File: src/verilog/mailbox_pkg.sv
// constants, field layouts and helpers shared by the mailbox pair and the
// main-side interrupt reporter. assumes every user sits on the single clk domain.
package mailbox_pkg;

  localparam int NODES = 4;
  localparam int SOURCE_W = 2;
  localparam int BYTES = 4;
  localparam int SOURCES = 4;

  // register index inside one mailbox page
  localparam logic [2:0] IDX_CTL = 3'h0;
  localparam logic [2:0] IDX_STAT = 3'h1;
  localparam logic [2:0] IDX_BYTE0 = 3'h2;
  localparam logic [2:0] IDX_BYTE3 = 3'h5;
  localparam logic [4:0] PAGE_MB0 = 5'h00;
  localparam logic [4:0] PAGE_MB1 = 5'h01;
  localparam logic [7:0] ADDR_LOCAL_TYPE = 8'h10;
  localparam logic [7:0] READ_ZERO = 8'h00;
  localparam logic [7:0] CONTROL_MASK = 8'h3f;

  localparam logic DIR_RECEIVE = 1'b0;
  localparam logic DIR_TRANSMIT = 1'b1;
  localparam logic [1:0] LEN_RESET = 2'h0;

  localparam logic [7:0] TYPE_NONE = 8'h00;
  localparam logic [7:0] TYPE_MB0_FULL = 8'h10;
  localparam logic [7:0] TYPE_MB0_EMPTY = 8'h11;
  localparam logic [7:0] TYPE_MB1_FULL = 8'h12;
  localparam logic [7:0] TYPE_MB1_EMPTY = 8'h13;

  typedef struct packed {
    logic [1:0] reserved;
    logic empty_interrupt_enable;
    logic full_interrupt_enable;
    logic [1:0] message_length_field;
    logic mailbox_direction_bit;
    logic mailbox_enable_bit;
  } control_type;

  typedef struct packed {
    logic [1:0] reserved_hi;
    logic empty_interrupt_flag;
    logic full_interrupt_flag;
    logic [1:0] reserved_lo;
    logic empty_flag;
    logic full_flag;
  } status_type;

  typedef struct packed {
    logic write;
    logic read;
    logic [2:0] index;
    logic [7:0] wdata;
  } side_access_type;

  typedef struct packed {
    logic req;
    logic write;
    logic [7:0] addr;
    logic [7:0] wdata;
  } bus_request_type;

  function automatic logic [3:0] lowest_one(input logic [3:0] v);
    return v & (~v + 4'h1);
  endfunction : lowest_one

  // source order: mb0 full, mb0 empty, mb1 full, mb1 empty
  function automatic logic [7:0] type_code(input logic [3:0] onehot);
    case (onehot)
      4'h1: return TYPE_MB0_FULL;
      4'h2: return TYPE_MB0_EMPTY;
      4'h4: return TYPE_MB1_FULL;
      4'h8: return TYPE_MB1_EMPTY;
      default: return TYPE_NONE;
    endcase
  endfunction : type_code

endpackage : mailbox_pkg

File: src/verilog/interprocessor_mailbox_pair.sv
// top of the mailbox pair: local and remote register ports, frame-aligned
// interrupt delivery and the main-side interrupt reporter.
// assumes access ports, frame strobes and node requests are on clk already.
`timescale 1ns/1ps
module interprocessor_mailbox_pair (
  input wire logic clk,
  input wire logic rstn,
  input mailbox_pkg::bus_request_type local_request,
  output logic [7:0] local_rdata,
  output logic local_ack,
  input mailbox_pkg::bus_request_type remote_request,
  output logic [7:0] remote_rdata,
  output logic remote_ack,
  input wire logic downstream_control_frame,
  input wire logic upstream_response_frame,
  input wire logic upstream_ack,
  output logic interrupt_request_pin,
  output logic upstream_irq_request,
  output logic [7:0] upstream_irq_type,
  input wire logic [mailbox_pkg::NODES-1:0] node_request,
  input wire logic [mailbox_pkg::NODES-1:0][7:0] node_type,
  input wire logic main_type_read,
  output logic main_interrupt_request,
  output logic [7:0] main_interrupt_type,
  output logic [mailbox_pkg::SOURCE_W-1:0] main_interrupt_source,
  output logic [mailbox_pkg::NODES-1:0] node_ack
);

  //////////////////////////////////////////////////////////////////////////////
  // address decode

  mailbox_pkg::side_access_type local_acc0;
  mailbox_pkg::side_access_type local_acc1;
  mailbox_pkg::side_access_type remote_acc0;
  mailbox_pkg::side_access_type remote_acc1;

  wire logic [4:0] local_page = local_request.addr[7:3];
  wire logic [2:0] local_index = local_request.addr[2:0];
  wire logic [4:0] remote_page = remote_request.addr[7:3];
  wire logic [2:0] remote_index = remote_request.addr[2:0];

  wire logic local_in_range = local_index <= mailbox_pkg::IDX_BYTE3;
  wire logic remote_in_range = remote_index <= mailbox_pkg::IDX_BYTE3;

  wire logic local_hit0 = local_request.req & local_in_range &
                          (local_page == mailbox_pkg::PAGE_MB0);
  wire logic local_hit1 = local_request.req & local_in_range &
                          (local_page == mailbox_pkg::PAGE_MB1);
  // the host reaches the same mailbox pages through the bus-side address
  wire logic remote_hit0 = remote_request.req & remote_in_range &
                           (remote_page == mailbox_pkg::PAGE_MB0);
  wire logic remote_hit1 = remote_request.req & remote_in_range &
                           (remote_page == mailbox_pkg::PAGE_MB1);

  // the local type register is visible to the local processor only
  wire logic local_type_read = local_request.req & ~local_request.write &
                               (local_request.addr == mailbox_pkg::ADDR_LOCAL_TYPE);

  assign local_acc0 = '{write: local_hit0 & local_request.write,
                        read: local_hit0 & ~local_request.write,
                        index: local_index, wdata: local_request.wdata};
  assign local_acc1 = '{write: local_hit1 & local_request.write,
                        read: local_hit1 & ~local_request.write,
                        index: local_index, wdata: local_request.wdata};
  assign remote_acc0 = '{write: remote_hit0 & remote_request.write,
                         read: remote_hit0 & ~remote_request.write,
                         index: remote_index, wdata: remote_request.wdata};
  assign remote_acc1 = '{write: remote_hit1 & remote_request.write,
                         read: remote_hit1 & ~remote_request.write,
                         index: remote_index, wdata: remote_request.wdata};

  //////////////////////////////////////////////////////////////////////////////
  // the two mailboxes

  mailbox_pkg::control_type control0;
  mailbox_pkg::control_type control1;
  mailbox_pkg::status_type status0;
  mailbox_pkg::status_type status1;
  logic [7:0] mb0_local_rdata;
  logic [7:0] mb1_local_rdata;
  logic [7:0] mb0_remote_rdata;
  logic [7:0] mb1_remote_rdata;
  logic [mailbox_pkg::SOURCES-1:0] local_clear;
  logic [mailbox_pkg::SOURCES-1:0] host_clear;
  logic [mailbox_pkg::SOURCES-1:0] upstream_report;

  // both mailboxes share one design; only the reset direction differs
  mailbox_unit #(
    .RESET_DIR(mailbox_pkg::DIR_RECEIVE)
  ) first_mailbox (
    .clk(clk),
    .rstn(rstn),
    .host_acc(remote_acc0),
    .local_acc(local_acc0),
    .full_clear(local_clear[0] | host_clear[0]),
    .empty_clear(local_clear[1] | host_clear[1]),
    .control(control0),
    .status(status0),
    .host_rdata(mb0_remote_rdata),
    .local_rdata(mb0_local_rdata)
  );

  mailbox_unit #(
    .RESET_DIR(mailbox_pkg::DIR_TRANSMIT)
  ) second_mailbox (
    .clk(clk),
    .rstn(rstn),
    .host_acc(remote_acc1),
    .local_acc(local_acc1),
    .full_clear(local_clear[2] | host_clear[2]),
    .empty_clear(local_clear[3] | host_clear[3]),
    .control(control1),
    .status(status1),
    .host_rdata(mb1_remote_rdata),
    .local_rdata(mb1_local_rdata)
  );

  //////////////////////////////////////////////////////////////////////////////
  // interrupt routing: full goes to the reader, empty goes to the writer

  wire logic dir0 = control0.mailbox_direction_bit;
  wire logic dir1 = control1.mailbox_direction_bit;

  wire logic [mailbox_pkg::SOURCES-1:0] local_pending = {
    status1.empty_interrupt_flag & dir1,
    status1.full_interrupt_flag & ~dir1,
    status0.empty_interrupt_flag & dir0,
    status0.full_interrupt_flag & ~dir0
  };

  wire logic [mailbox_pkg::SOURCES-1:0] host_pending = {
    status1.empty_interrupt_flag & ~dir1,
    status1.full_interrupt_flag & dir1,
    status0.empty_interrupt_flag & ~dir0,
    status0.full_interrupt_flag & dir0
  };

  wire logic [mailbox_pkg::SOURCES-1:0] local_first = mailbox_pkg::lowest_one(local_pending);
  wire logic [mailbox_pkg::SOURCES-1:0] host_first = mailbox_pkg::lowest_one(host_pending);
  wire logic [7:0] local_type_code = mailbox_pkg::type_code(local_first);
  wire logic [7:0] host_type_code = mailbox_pkg::type_code(host_first);

  // reading the local type register counts as processing that interrupt
  assign local_clear = local_type_read ? local_first : '0;
  // the main side clears whatever we last reported upstream
  assign host_clear = upstream_ack ? upstream_report : '0;

  // rise only on a control frame; fall as soon as nothing is pending
  wire logic next_local_pin = (|local_pending) &
                              (interrupt_request_pin | downstream_control_frame);
  // rise only on a response frame, so delivery can lag up to one superframe
  wire logic next_upstream = (|host_pending) &
                             (upstream_irq_request | upstream_response_frame);

  always_ff @(posedge clk)
  begin
    if (!rstn)
    begin
      interrupt_request_pin <= 1'b0;
      upstream_irq_request <= 1'b0;
      upstream_irq_type <= mailbox_pkg::TYPE_NONE;
      upstream_report <= '0;
    end
    else
    begin
      interrupt_request_pin <= next_local_pin;
      upstream_irq_request <= next_upstream;
      if (upstream_response_frame)
      begin
        upstream_report <= host_first;
        upstream_irq_type <= host_type_code;
      end
      else
      begin
        upstream_report <= upstream_report & ~host_clear;
      end
    end
  end

  //////////////////////////////////////////////////////////////////////////////
  // register read answers, one cycle after the request

  wire logic [7:0] next_local_rdata = local_hit0 ? mb0_local_rdata :
                                      local_hit1 ? mb1_local_rdata :
                                      local_type_read ? local_type_code :
                                      mailbox_pkg::READ_ZERO;
  wire logic [7:0] next_remote_rdata = remote_hit0 ? mb0_remote_rdata :
                                       remote_hit1 ? mb1_remote_rdata :
                                       mailbox_pkg::READ_ZERO;

  always_ff @(posedge clk)
  begin
    if (!rstn)
    begin
      local_rdata <= mailbox_pkg::READ_ZERO;
      local_ack <= 1'b0;
      remote_rdata <= mailbox_pkg::READ_ZERO;
      remote_ack <= 1'b0;
    end
    else
    begin
      local_ack <= local_request.req;
      remote_ack <= remote_request.req;
      if (local_request.req && !local_request.write)
        local_rdata <= next_local_rdata;
      if (remote_request.req && !remote_request.write)
        remote_rdata <= next_remote_rdata;
    end
  end

  //////////////////////////////////////////////////////////////////////////////
  // main-side reporting of subordinate requests

  main_interrupt_reporter reporter (
    .clk(clk),
    .rstn(rstn),
    .node_request(node_request),
    .node_type(node_type),
    .type_read(main_type_read),
    .main_irq(main_interrupt_request),
    .main_type(main_interrupt_type),
    .main_source(main_interrupt_source),
    .node_ack(node_ack)
  );

endmodule : interprocessor_mailbox_pair

File: src/verilog/mailbox_unit.sv
// one mailbox: control, status, four data bytes and the full/empty flags.
// assumes at most one access per side per cycle, decoded by the parent.
`timescale 1ns/1ps
module mailbox_unit #(
  parameter logic RESET_DIR = mailbox_pkg::DIR_RECEIVE
) (
  input wire logic clk,
  input wire logic rstn,
  input mailbox_pkg::side_access_type host_acc,
  input mailbox_pkg::side_access_type local_acc,
  input wire logic full_clear,
  input wire logic empty_clear,
  output mailbox_pkg::control_type control,
  output mailbox_pkg::status_type status,
  output logic [7:0] host_rdata,
  output logic [7:0] local_rdata
);

  // unpacked, so that each byte slot has its own clocked process
  logic [7:0] data_byte [mailbox_pkg::BYTES];
  mailbox_pkg::side_access_type writer;
  mailbox_pkg::side_access_type reader;

  wire logic host_writes = control.mailbox_direction_bit == mailbox_pkg::DIR_RECEIVE;
  assign writer = host_writes ? host_acc : local_acc;
  assign reader = host_writes ? local_acc : host_acc;

  wire logic [2:0] final_index = 3'(mailbox_pkg::IDX_BYTE0 +
                                    {1'b0, control.message_length_field});
  // only the final byte of the owning side completes a message
  wire logic fill = control.mailbox_enable_bit & writer.write &
                    (writer.index == final_index);
  wire logic drain = control.mailbox_enable_bit & reader.read &
                     (reader.index == final_index);
  wire logic ctl_from_host = host_acc.write & (host_acc.index == mailbox_pkg::IDX_CTL);
  wire logic ctl_from_local = local_acc.write & (local_acc.index == mailbox_pkg::IDX_CTL);
  wire logic [7:0] ctl_wdata = ctl_from_host ? host_acc.wdata : local_acc.wdata;

  wire logic next_full = fill | (status.full_flag & ~drain);
  wire logic next_empty = ~fill & (drain | status.empty_flag);
  // a new event beats a clear in the same cycle
  wire logic next_firq = (fill & control.full_interrupt_enable) |
                         (status.full_interrupt_flag & ~full_clear);
  wire logic next_eirq = (drain & control.empty_interrupt_enable) |
                         (status.empty_interrupt_flag & ~empty_clear);

  always_ff @(posedge clk)
  begin
    if (!rstn)
    begin
      control <= '{reserved: 2'h0, empty_interrupt_enable: 1'b0,
                   full_interrupt_enable: 1'b0,
                   message_length_field: mailbox_pkg::LEN_RESET,
                   mailbox_direction_bit: RESET_DIR, mailbox_enable_bit: 1'b0};
    end
    else if (ctl_from_host | ctl_from_local)
    begin
      // reconfiguring while enabled is left to software discipline
      control <= mailbox_pkg::control_type'(ctl_wdata & mailbox_pkg::CONTROL_MASK);
    end
  end

  always_ff @(posedge clk)
  begin
    if (!rstn)
    begin
      status <= '{reserved_hi: 2'h0, empty_interrupt_flag: 1'b0,
                  full_interrupt_flag: 1'b0, reserved_lo: 2'h0,
                  empty_flag: 1'b1, full_flag: 1'b0};
    end
    else
    begin
      status.full_flag <= next_full;
      status.empty_flag <= next_empty;
      status.full_interrupt_flag <= next_firq;
      status.empty_interrupt_flag <= next_eirq;
    end
  end

  for (genvar i = 0; i < mailbox_pkg::BYTES; i++)
  begin : g_byte
    wire logic [2:0] slot = 3'(mailbox_pkg::IDX_BYTE0 + i);
    wire logic hw = host_acc.write & (host_acc.index == slot);
    wire logic lw = local_acc.write & (local_acc.index == slot);
    always_ff @(posedge clk)
    begin
      if (!rstn)
        data_byte[i] <= 8'h00;
      else if (hw)
        data_byte[i] <= host_acc.wdata;
      else if (lw)
        data_byte[i] <= local_acc.wdata;
    end
  end

  function automatic logic [7:0] read_reg(input logic [2:0] idx);
    if (idx == mailbox_pkg::IDX_CTL)
      return control;
    if (idx == mailbox_pkg::IDX_STAT)
      return status;
    if (idx >= mailbox_pkg::IDX_BYTE0 && idx <= mailbox_pkg::IDX_BYTE3)
      return data_byte[2'(idx - mailbox_pkg::IDX_BYTE0)];
    return mailbox_pkg::READ_ZERO;
  endfunction : read_reg

  // a plain assign would only wake on the index, missing flag updates
  // while the same register is polled
  always_comb
  begin
    host_rdata = read_reg(host_acc.index);
    local_rdata = read_reg(local_acc.index);
  end

endmodule : mailbox_unit

File: src/verilog/main_interrupt_reporter.sv
// main-side collector of subordinate interrupt requests; index 0 is the
// subordinate nearest the main node. requests come from same-clock link logic.
`timescale 1ns/1ps
module main_interrupt_reporter (
  input wire logic clk,
  input wire logic rstn,
  input wire logic [mailbox_pkg::NODES-1:0] node_request,
  input wire logic [mailbox_pkg::NODES-1:0][7:0] node_type,
  input wire logic type_read,
  output logic main_irq,
  output logic [7:0] main_type,
  output logic [mailbox_pkg::SOURCE_W-1:0] main_source,
  output logic [mailbox_pkg::NODES-1:0] node_ack
);

  logic [mailbox_pkg::NODES-1:0] acked;
  logic [mailbox_pkg::SOURCE_W-1:0] pick_index;

  // an acknowledged node is masked until its request actually falls,
  // since the clear reaches it only a frame later
  wire logic [mailbox_pkg::NODES-1:0] live = node_request & ~acked;
  wire logic [mailbox_pkg::NODES-1:0] pick = mailbox_pkg::lowest_one(live);
  wire logic acknowledge = type_read & main_irq;
  wire logic [mailbox_pkg::NODES-1:0] ack_onehot = 4'h1 << main_source;

  always_comb
  begin
    pick_index = '0;
    for (int i = mailbox_pkg::NODES - 1; i >= 0; i--)
      if (pick[i])
        pick_index = mailbox_pkg::SOURCE_W'(i);
  end

  always_ff @(posedge clk)
  begin
    if (!rstn)
    begin
      main_irq <= 1'b0;
      main_type <= mailbox_pkg::TYPE_NONE;
      main_source <= '0;
      node_ack <= '0;
      acked <= '0;
    end
    else
    begin
      node_ack <= acknowledge ? ack_onehot : '0;
      acked <= (acked & node_request) | (acknowledge ? ack_onehot : '0);
      main_irq <= ~acknowledge & (|live);
      if (!main_irq)
      begin
        main_type <= (|live) ? node_type[pick_index] : mailbox_pkg::TYPE_NONE;
        main_source <= pick_index;
      end
    end
  end

endmodule : main_interrupt_reporter

File: config.mk
export PLATFORM = sky130hd
export DESIGN_NAME = interprocessor_mailbox_pair
export DESIGN_NICKNAME = d
export VERILOG_FILES = /design/src/verilog/mailbox_pkg.sv /design/src/verilog/interprocessor_mailbox_pair.sv /design/src/verilog/mailbox_unit.sv /design/src/verilog/main_interrupt_reporter.sv
export SDC_FILE = /design/constraint.sdc
export NUM_CORES = 1
export LEC_CHECK = 0
export BUFFER_PORTS_ARGS = -buffer_cell sky130_fd_sc_hd__buf_2
export CAP_MARGIN = 20
export CORE_MARGIN = 2
export CORE_UTILIZATION = 62
export CTS_CLUSTER_SIZE = 12
export DETAILED_ROUTE_END_ITERATION = 10
export PLACE_DENSITY = 0.84
export SLEW_MARGIN = 40
export SYNTH_ARGS = -nofsm -noshare
export SYNTH_HDL_FRONTEND = slang
export SYNTH_SLANG_ARGS = --single-unit
File: constraint.sdc
create_clock -name clk -period 7.1 [get_ports clk]
set_clock_uncertainty 0.1 [all_clocks]
set_input_delay 0.71 -clock clk [delete_from_list [all_inputs] [get_ports clk]]
set_output_delay 0.71 -clock clk [all_outputs]
set_load 0.03 [all_outputs]
==> results.md, run 1 <==
- Clock tree buffer depth: 2
- Wire per inst: 24.59 um
- Final Setup Violations: 0
- Share of cells above drive strength 1: 0.2497
- Setup TNS: 0 ns
- Core Region: 12060 um^2
- Total wire length: 24710 um
- Post-synthesis xor/xnor area fraction: 0.004573
- Hold buffer count at CTS: 0
- Largest net degree at the start of global routing: 63
- Max-slew violation count: 0
- Slew headroom: 0.4298
- Chip Width: 115.2 um
- Critical path class: in -> reg
- Final Critical Period: 3.019 ns
- Vias: 6936
- Status: finished clean
- Design area: 8792 um^2
- Fill cell count: 897
- Worst VDD drop: 0.1544 mV
- Total gr overflow: 0
- #FFs+latches synth: 130
- RSZ-0062 raised after global routing: no
- Antenna Nets Post-Route: 0
- Synth top area cells: edfxtp_1, dfxtp_1, mux4_2
- Worst endpoint required time: 7.30 ns
- Post-CTS Setup Inserts: 0
- Simple-gate share of the synthesized area: 0.1530
- Number of CTS-inserted buffers: 17
- H-tree depth: 4
- Post-synth EDFFs: 64
- Cell Rows: 40
- Yosys warns: 0
- Area Overhead vs Synth: 14.76%
- Critical path startpoint category: input port
- Max Clk Rate: 331.2 MHz
- Async SR Flop Fraction: 0
- Die ar.: 13260 um^2
- Final period util: 0.4252
- Instance area at placement: 8207 um^2
- Initial Util: 0.6352
- Largest family of logic cells by synthesized area: compound AO/OA/AOI/OAI gates
- Post-synth cell types: 71
- Least-Margin Pin Slew: 0.8541 ns
- Ys flop type: dfxtp_1
- Initial antenna violation count: 1
- HP Class: in -> reg
- GPL Wtd Cong: 1.033
- Kind of end point of the critical path: flip-flop
- Via/cell ratio: 6.901
- Seq/Total Area, Yosys: 0.4233
- Final core occ: 0.7289
- Synthesized cell area: 7661 um^2
- Antenna Cells: 0
- Multiplexer share of the synthesized area: 0.1465
- CP Max Fanout: 36
- Clock transition at the registers of the reported paths: 0.06 ns
- Root Buffer: clkbuf_16
- Top cell type by total area after synthesis: edfxtp_1
- Drt pass-1 iters: 5
- First-pass GRT wire length: 36900 um
- DRC: 0
- Gr usage total: 0.3787
- Total power: 1.919 mW
- Leakage: 3.322 nW
- Hpwl dp: 18020 um
- Post-Synthesis Cells: 754
- Number of max-cap violations: 0
- Synth top area share: 0.2509
- Synth Area in Adders: 0
- Synth Area in Compound Gates: 0.2252
- Die Y: 115.2 um
- IO buf count: 115
- DR iter-0 viols: 877
- Vias in the first global route: 6472
- IO Count: 121
- Clk_lat worst skew: 0.43 ns
- Avg Inst Size Synth: 10.16 um^2
- Post_cts resized: 0
- PD cells: 218.3 nW/um^2
- Hold WS: 0.3728 ns
- Clk sinks: 130
- Fin. Hold Viols: 0
- CP Data Arrival Time: 3.21 ns
- CTS tree: done
- Nets: 902
==> metrics by stage <==
stage	instances	setup WS (ns)
2_1_floorplan	758	3.960
3_3_place_gp	973	3.762
5_1_grt	1005	3.920
4_1_cts	1005	4.076
3_5_place_dp	973	3.690
6_report	1005	4.081
==> sequential cells by signal, indices dropped and copies added (netlist names), 2 cells and up <==
signal	flops
upstream_report	4
second_mailbox.control	6
second_mailbox.data_byte	32
second_mailbox.status	4
reporter.main_source	2
local_rdata	8
remote_rdata	8
first_mailbox.control	6
reporter.node_ack	4
first_mailbox.data_byte	32
reporter.main_type	8
reporter.acked	4
upstream_irq_type	3
first_mailbox.status	4
==> per-layer routing <==
| metal | up-vias | global-route usage | share of wire |
|---|---|---|---|
| met1 | 3325 | 0.4990 | 0.39 |
| met5 | - | 0 | 0.00053 |
| met2 | 471 | 0.5867 | 0.46 |
| met4 | 2 | 0.1888 | 0.045 |
| li1 | 3048 | - | - |
| met3 | 90 | 0.09383 | 0.11 |
==> synthesized netlist by cell type (8+ instances only) <==
| cell type | instances |
|---|---|
| mux2_2 | 9 |
| dfxtp_1 | 66 |
| nand2_1 | 58 |
| o21ai_0 | 57 |
| nor3_1 | 12 |
| clkbuf_1 | 42 |
| and2_1 | 16 |
| nand2b_1 | 17 |
| nor2_1 | 28 |
| a21oi_1 | 25 |
| inv_1 | 17 |
| mux2i_1 | 39 |
| a31oi_1 | 8 |
| buf_1 | 14 |
| nor2b_1 | 21 |
| mux4_2 | 28 |
| a22o_1 | 60 |
| edfxtp_1 | 64 |
| o22ai_1 | 10 |
| nand3_1 | 22 |
| buf_2 | 8 |
==> power by group <==
group / switching (mW) / total [mW] / internal [mW] / leakage [nW]
clock network: 0.321 / 0.828 / 0.507 / 0.265
logic: 0.159 / 0.248 / 0.0895 / 1.91
registers: 0.0256 / 0.843 / 0.817 / 1.14
total: 0.505 / 1.92 / 1.41 / 3.32
==> cell families after synthesis <==
family,after synthesis
AND/OR/NAND/NOR,217
flip-flops,130
XOR/XNOR,4
other,1
buffers and inverters,88
AO/OA/AOI/OAI,238
multiplexers,76
==> path summary, 6_finish.rpt <==
kind                                          startpoint                             to  slack, ns  depth (start not counted)
worst max register to register  first_mailbox.control[1]        first_mailbox.status[1]       4.62                          5
worst min-delay path                      main_type_read              reporter.main_irq       0.37                          2
worst max-delay path                   local_request[10]  first_mailbox.data_byte[0][3]       4.08                          6
worst min register to register     reporter.main_type[7]          reporter.main_type[7]       0.38                          1
==> area by class of cell <==
type	instances	area, um^2	area share
multi-input cells	540	4126	0.4693
flip-flops and latches	130	3244	0.3690
repair buffers	116	588.1	0.06688
clock buffers	19	432.9	0.04924
well taps	168	210.2	0.02391
clock inverters	13	118.9	0.01352
inverters	19	71.32	0.008112
==> placed cells by master, fill, tap and decap left out, types with 7 or more instances in the layout <==
master / n
a21oi_1: 25
a221oi_1: 7
a22o_1: 60
a31oi_1: 8
and2_1: 16
buf_2: 113
clkbuf_16: 17
dfxtp_1: 65
edfxtp_1: 64
inv_1: 17
mux2_2: 9
mux2i_1: 39
mux4_2: 28
nand2_1: 58
nand2b_1: 17
nand3_1: 22
nor2_1: 28
nor2b_1: 21
nor3_1: 8
o211ai_1: 7
o21ai_0: 56
o221ai_1: 7
o22ai_1: 10
o2bb2ai_1: 7
==> worst max-delay path, stage by stage <==
cell      delay, ns
buf_2          0.32
a211oi_1       0.49
nand4_1        0.42
or3_1          0.49
a21oi_1        0.51
a22o_1         0.25
Note: power is estimated with default switching activity, not from simulation.
==> run 2, diff against run 1 <==
--- a/config.mk
+++ b/config.mk
@@ -8,10 +8,10 @@
 export BUFFER_PORTS_ARGS = -buffer_cell sky130_fd_sc_hd__buf_2
 export CAP_MARGIN = 20
 export CORE_MARGIN = 2
-export CORE_UTILIZATION = 62
+export CORE_UTILIZATION = 52
 export CTS_CLUSTER_SIZE = 12
 export DETAILED_ROUTE_END_ITERATION = 10
-export PLACE_DENSITY = 0.84
+export PLACE_DENSITY = 0.75
 export SLEW_MARGIN = 40
 export SYNTH_ARGS = -nofsm -noshare
 export SYNTH_HDL_FRONTEND = slang
==> constraint.sdc (replaced) <==
create_clock -name clk -period 2.65 [get_ports clk]
set_clock_uncertainty 0.1 [all_clocks]
set_input_delay 0.265 -clock clk [delete_from_list [all_inputs] [get_ports clk]]
set_output_delay 0.265 -clock clk [all_outputs]
set_load 0.03 [all_outputs]
==> results.md, run 2 (synthesis results as in run 1) <==
- Number of max-cap violations: 0
- Worst VDD drop: 0.4454 mV
- Leakage: 3.568 nW
- Kind of end point of the critical path: flip-flop
- Setup WS post-layout: 0.3569 ns
- Root Buffer: clkbuf_16
- Least-Margin Pin Slew: 0.6412 ns
- Reg2reg end: second_mailbox.status[0]
- Max Clk Rate: 436.1 MHz
- Total wire length: 25890 um
- Reg2reg setup slack: 0.36 ns
- Sequential Power Share: 0.427
- Number of CTS-inserted buffers: 17
- Top Registers: first_mailbox.data_byte (32), second_mailbox.data_byte (32)
- Antenna Nets Post-Route: 0
- Clock transition at the registers of the reported paths: 0.06 ns
- Status: finished clean
- Sw frac: 0.2713
- Hold depth: 3
- Placed instance count: 1033
- Core Region: 14480 um^2
- Comb pwr share: 0.135
- HP Class: in -> reg
- First-pass GRT wire length: 39880 um
- Fill cell count: 1159
- Cell Rows: 44
- IO Count: 121
- Initial Util: 0.5291
- Vias: 7097
- Nets: 951
- CP Max Fanout: 12
- Critical path buffer and inverter count: 1
- GPL Wtd Cong: 0.9858
- Largest net degree at the start of global routing: 54
- Critical path class: reg -> reg
- Setup slack at placement: 0.1004 ns
- Final Critical Period: 2.293 ns
- Delay-heaviest family, CP: flip-flops
- Wire per inst: 24.20 um
- Hold endpoint: interrupt_request_pin
- IO buf count: 115
- Leading cell type in the layout, fill and taps excluded: buf_2
- Total power: 5.280 mW
- Clk sinks: 130
- Hpwl dp: 19560 um
- Fin cells: 1070
- Gr usage total: 0.3333
- Slowest cell on the critical path: dfxtp_1
- Final period util: 0.8653
- Max-slew violation count: 0
- Share of cells above drive strength 1: 0.2833
- FF-to-FF Start: second_mailbox.control[1]
- DRC: 0
- Via/cell ratio: 6.633
- RSZ-0062 raised after global routing: no
- Die Y: 125.4 um
- Antenna Cells: 0
- Total gr overflow: 0
- DR iter-0 viols: 899
- Hold WS: 0.01117 ns
- Fin. Hold Viols: 0
- PD cells: 573.3 nW/um^2
- Slew headroom: 0.5720
- Initial antenna violation count: 0
- Worst endpoint required time: 2.86 ns
- Post_cts resized: 0
- Chip Width: 125.4 um
- Drt pass-1 iters: 5
- Clock tree buffer depth: 2
- Final Setup Violations: 0
- Vias in the first global route: 6697
- Min-delay src: downstream_control_frame
- Worst path max stage delay: 0.73 ns
- CP Data Arrival Time: 2.50 ns
- H-tree depth: 4
- Die ar.: 15720 um^2
- CP Cell Sequence: nor2b_1 -> nand4_1 -> a2111oi_0 -> buf_4 -> nand2b_1 -> o21ai_0
- Clock share of power: 0.438
- Instance area at placement: 8562 um^2
- Most frequent cells in the layout: buf_2, dfxtp_1, edfxtp_1
- Reg2Reg Depth: 6
- Design area: 9210 um^2
- Area Overhead vs Synth: 20.22%
- Total internal power: 3.848 mW
- Clk_lat worst skew: 0.43 ns
- CTS tree: done
- Sw power: 1.432 mW
- Critical path startpoint category: flip-flop
==> run 2: changes by cell type in the layout (fill, tap and decap cells not counted), moves of 3 or more <==
| cell | change |
|---|---|
| dlygate4sd3_1 | +5 |
| o311ai_1 | +3 |
| o311ai_2 | -3 |
| buf_4 | +40 |
| clkinv_2 | -4 |
==> run 2: worst max-delay path by stage <==
stage	startpoint	end	slack [ns]	cells past startpoint
finish	second_mailbox.control[1]	second_mailbox.status[0]	0.36	6
CTS	second_mailbox.control[1]	second_mailbox.status[0]	0.34	6
global placement	remote_request[12]	first_mailbox.data_byte[1][4]	0.16	7
global route	second_mailbox.control[1]	second_mailbox.status[0]	0.27	5
floorplan	local_request[10]	second_mailbox.data_byte[0][0]	-0.05	5
detailed placement	local_request[10]	second_mailbox.data_byte[1][7]	0.10	7
==> run 2: per-stage QoR <==
stage	setup TNS [ns]	util
3_5_place_dp	0	0.5913
2_1_floorplan	-0.7267	-
3_3_place_gp	0	0.5910
4_1_cts	0	0.6351
6_report	0	0.6361
5_1_grt	0	0.6361
==> run 2: cell type report <==
cell class	count	area, um^2	share of cell area
Timing Repair Buffer	165	988.4	0.1073
Tap cell	184	230.2	0.02500
Clock inverter	15	157.7	0.01712
Multi-Input combinational cell	540	4094	0.4445
Inverter	19	71.32	0.007744
Clock buffer	17	425.4	0.04619
Sequential cell	130	3243	0.3521
==> run 2: routing by layer <==
metal	wire length [um]	up-vias	track usage
li1	-	3155	-
met1	10640	3458	0.4512
met2	11820	429	0.5185
met3	2337	55	0.06504
met4	1094	0	0.1582
met5	0	-	0
==> run 2: repair_timing <==
action | 4_1_cts | 5_1_grt
hold buffers | 5 | 0
endpoints found under the hold margin | 5 | 0
buffers inserted | 0 | 0
==> run 2: worst register-to-register path: stages (launching register included) <==
cell and delay (ns):
dfxtp_1 0.73, nor2b_1 0.22, nand4_1 0.17, a2111oi_0 0.57, buf_4 0.21, nand2b_1 0.11
o21ai_0 0.08
==> run 2: power groups by stage <==
stage	Clock, mW	Sequential [mW]	Combinational [mW]
finish	2.31	2.25	0.713
CTS	2.34	2.25	0.702
global route	2.43	2.26	0.754
detailed placement	0	2.29	0.692
global placement	0	2.29	0.686
floorplan	0	2.32	0.383
==> run 3, diff against run 2 <==
--- a/config.mk
+++ b/config.mk
@@ -8,11 +8,12 @@
 export BUFFER_PORTS_ARGS = -buffer_cell sky130_fd_sc_hd__buf_2
 export CAP_MARGIN = 20
 export CORE_MARGIN = 2
-export CORE_UTILIZATION = 52
+export CORE_UTILIZATION = 53
 export CTS_CLUSTER_SIZE = 12
 export DETAILED_ROUTE_END_ITERATION = 10
-export PLACE_DENSITY = 0.75
+export PLACE_DENSITY = 0.76
 export SLEW_MARGIN = 40
 export SYNTH_ARGS = -nofsm -noshare
 export SYNTH_HDL_FRONTEND = slang
+export SYNTH_HIERARCHICAL = 1
 export SYNTH_SLANG_ARGS = --single-unit
==> results.md, run 3 <==
- Status: finished clean
- Via/cell ratio: 6.521
- Clk_lat worst skew: 0.43 ns
- Final Setup Violations: 0
- Die ar.: 16320 um^2
- Fin. Hold Viols: 0
- Wire per inst: 22.06 um
- Top Registers: first_mailbox/data_byte (32), second_mailbox/data_byte (32)
- Hold endpoint: reporter/main_irq
- Least-Margin Pin Slew: 0.7276 ns
- Largest net degree at the start of global routing: 32
- Die Y: 127.7 um
- Initial antenna violation count: 0
- Gr usage total: 0.3066
- Cell Rows: 45
- HP Class: in -> reg
- Vias: 7336
- Critical path startpoint category: input port
- Leakage: 3.767 nW
- Placed instance count: 1083
- Vias in the first global route: 6696
- Fin cells: 1125
- Yosys warns: 6
- RSZ-0062 raised after global routing: no
- Initial Util: 0.5377
- IO Count: 121
- Reg2reg setup slack: 0.72 ns
- Setup TNS: 0 ns
- DRC: 0
- GPL Wtd Cong: 0.9112
- CP Max Fanout: 8
- CP Data Arrival Time: 2.54 ns
- Reg2reg end: remote_rdata[0]
- H-tree depth: 4
- Final period util: 0.8851
- Slew headroom: 0.5149
- Leading cell type in the layout, fill and taps excluded: buf_2
- Post-Synthesis Cells: 780
- Antenna Nets Post-Route: 0
- Number of max-cap violations: 0
- Worst VDD drop: 0.4906 mV
- Critical path class: in -> reg
- Max Clk Rate: 426.3 MHz
- Final core occ: 0.6488
- Nets: 1001
- DR iter-0 viols: 843
- Clock tree buffer depth: 2
- Most frequent cells in the layout: buf_2, nand2_1, dfxtp_1
- Avg Inst Size Synth: 10.40 um^2
- Chip Width: 127.7 um
- First-pass GRT wire length: 38130 um
- Setup WS post-layout: 0.3045 ns
- Clk sinks: 130
- Max-slew violation count: 0
- IO buf count: 115
- Total gr overflow: 0
- Reg2Reg Depth: 5
- Drt pass-1 iters: 7
- Setup slack at placement: 0.008267 ns
- Total wire length: 24820 um
- Root Buffer: clkbuf_16
- Share of cells above drive strength 1: 0.3098
- Kind of end point of the critical path: flip-flop
- Hpwl dp: 17420 um
- FF-to-FF Start: second_mailbox/data_byte[1][0]
- Total power: 5.638 mW
- Number of CTS-inserted buffers: 17
- Area Overhead vs Synth: 20.65%
- Clock transition at the registers of the reported paths: 0.06 ns
- Hold depth: 4
- Core Region: 15090 um^2
- Final Critical Period: 2.346 ns
- Min-delay src: main_type_read
- Worst endpoint required time: 2.84 ns
- Synthesized cell area: 8114 um^2
- PD cells: 575.9 nW/um^2
- CTS tree: done
-- run 3: how the worst max path moves through the flow --
stage                             from                        endpoint  slack, ns  depth (start not counted)
global route         local_request[17]  second_mailbox/data_byte[3][6]       0.24                          7
finish               local_request[17]  second_mailbox/data_byte[3][6]       0.30                          7
CTS                 remote_request[17]   first_mailbox/data_byte[0][3]       0.02                          8
floorplan           remote_request[12]        first_mailbox/control[2]       0.01                          8
global placement    remote_request[12]       second_mailbox/control[1]       0.04                          7
detailed placement   local_request[13]   first_mailbox/data_byte[0][3]      0.008                          6
-- run 3: metrics by stage --
step / hold WS, ns / area, um^2
global route: 0.03346 / 9787
finish: 0.02445 / 9789
detailed placement: 0.3441 / 9004
floorplan: 0.2867 / 8134
global placement: 0.3407 / 9004
CTS: 0.01921 / 9731
-- run 3: cell type report --
| type | count | area (um^2) |
|---|---|---|
| inverters | 24 | 90.09 |
| fillers | 1186 | 5300 |
| multi-input cells | 575 | 4497 |
| clock buffers | 17 | 425.4 |
| flip-flops and latches | 130 | 3243 |
| diodes | 1 | 2.502 |
| well taps | 188 | 235.2 |
| repair buffers | 175 | 1065 |
| clock inverters | 15 | 231.5 |
-- run 3: repair_timing --
action	CTS	global route
hold buffers	7	0
endpoints found under the setup margin	0	80
setup buffers	0	3
resized for setup	0	9
hold endpoints to repair	7	0
-- run 3: metal layers --
| metal | global-route usage | share of wire | vias to the layer above |
|---|---|---|---|
| met1 | 0.4334 | 0.41 | 3510 |
| li1 | - | - | 3294 |
| met2 | 0.4678 | 0.45 | 490 |
| met3 | 0.07095 | 0.11 | 42 |
| met4 | 0.1041 | 0.021 | 0 |
| met5 | 0 | 0 | - |
-- run 3: worst max-delay path, cell delays in order --
cell and delay, ns:
dlygate4sd3_1 0.52, buf_2 0.15, and4b_1 0.29, and3_1 0.37, nand4b_1 0.18, nor2_1 0.51, a22o_1 0.24
-- run 3: power by group --
part           switching, mW  internal, mW
sequential            0.0618          2.19
clock                  0.947          1.68
combinational          0.465         0.298
total                   1.47          4.16
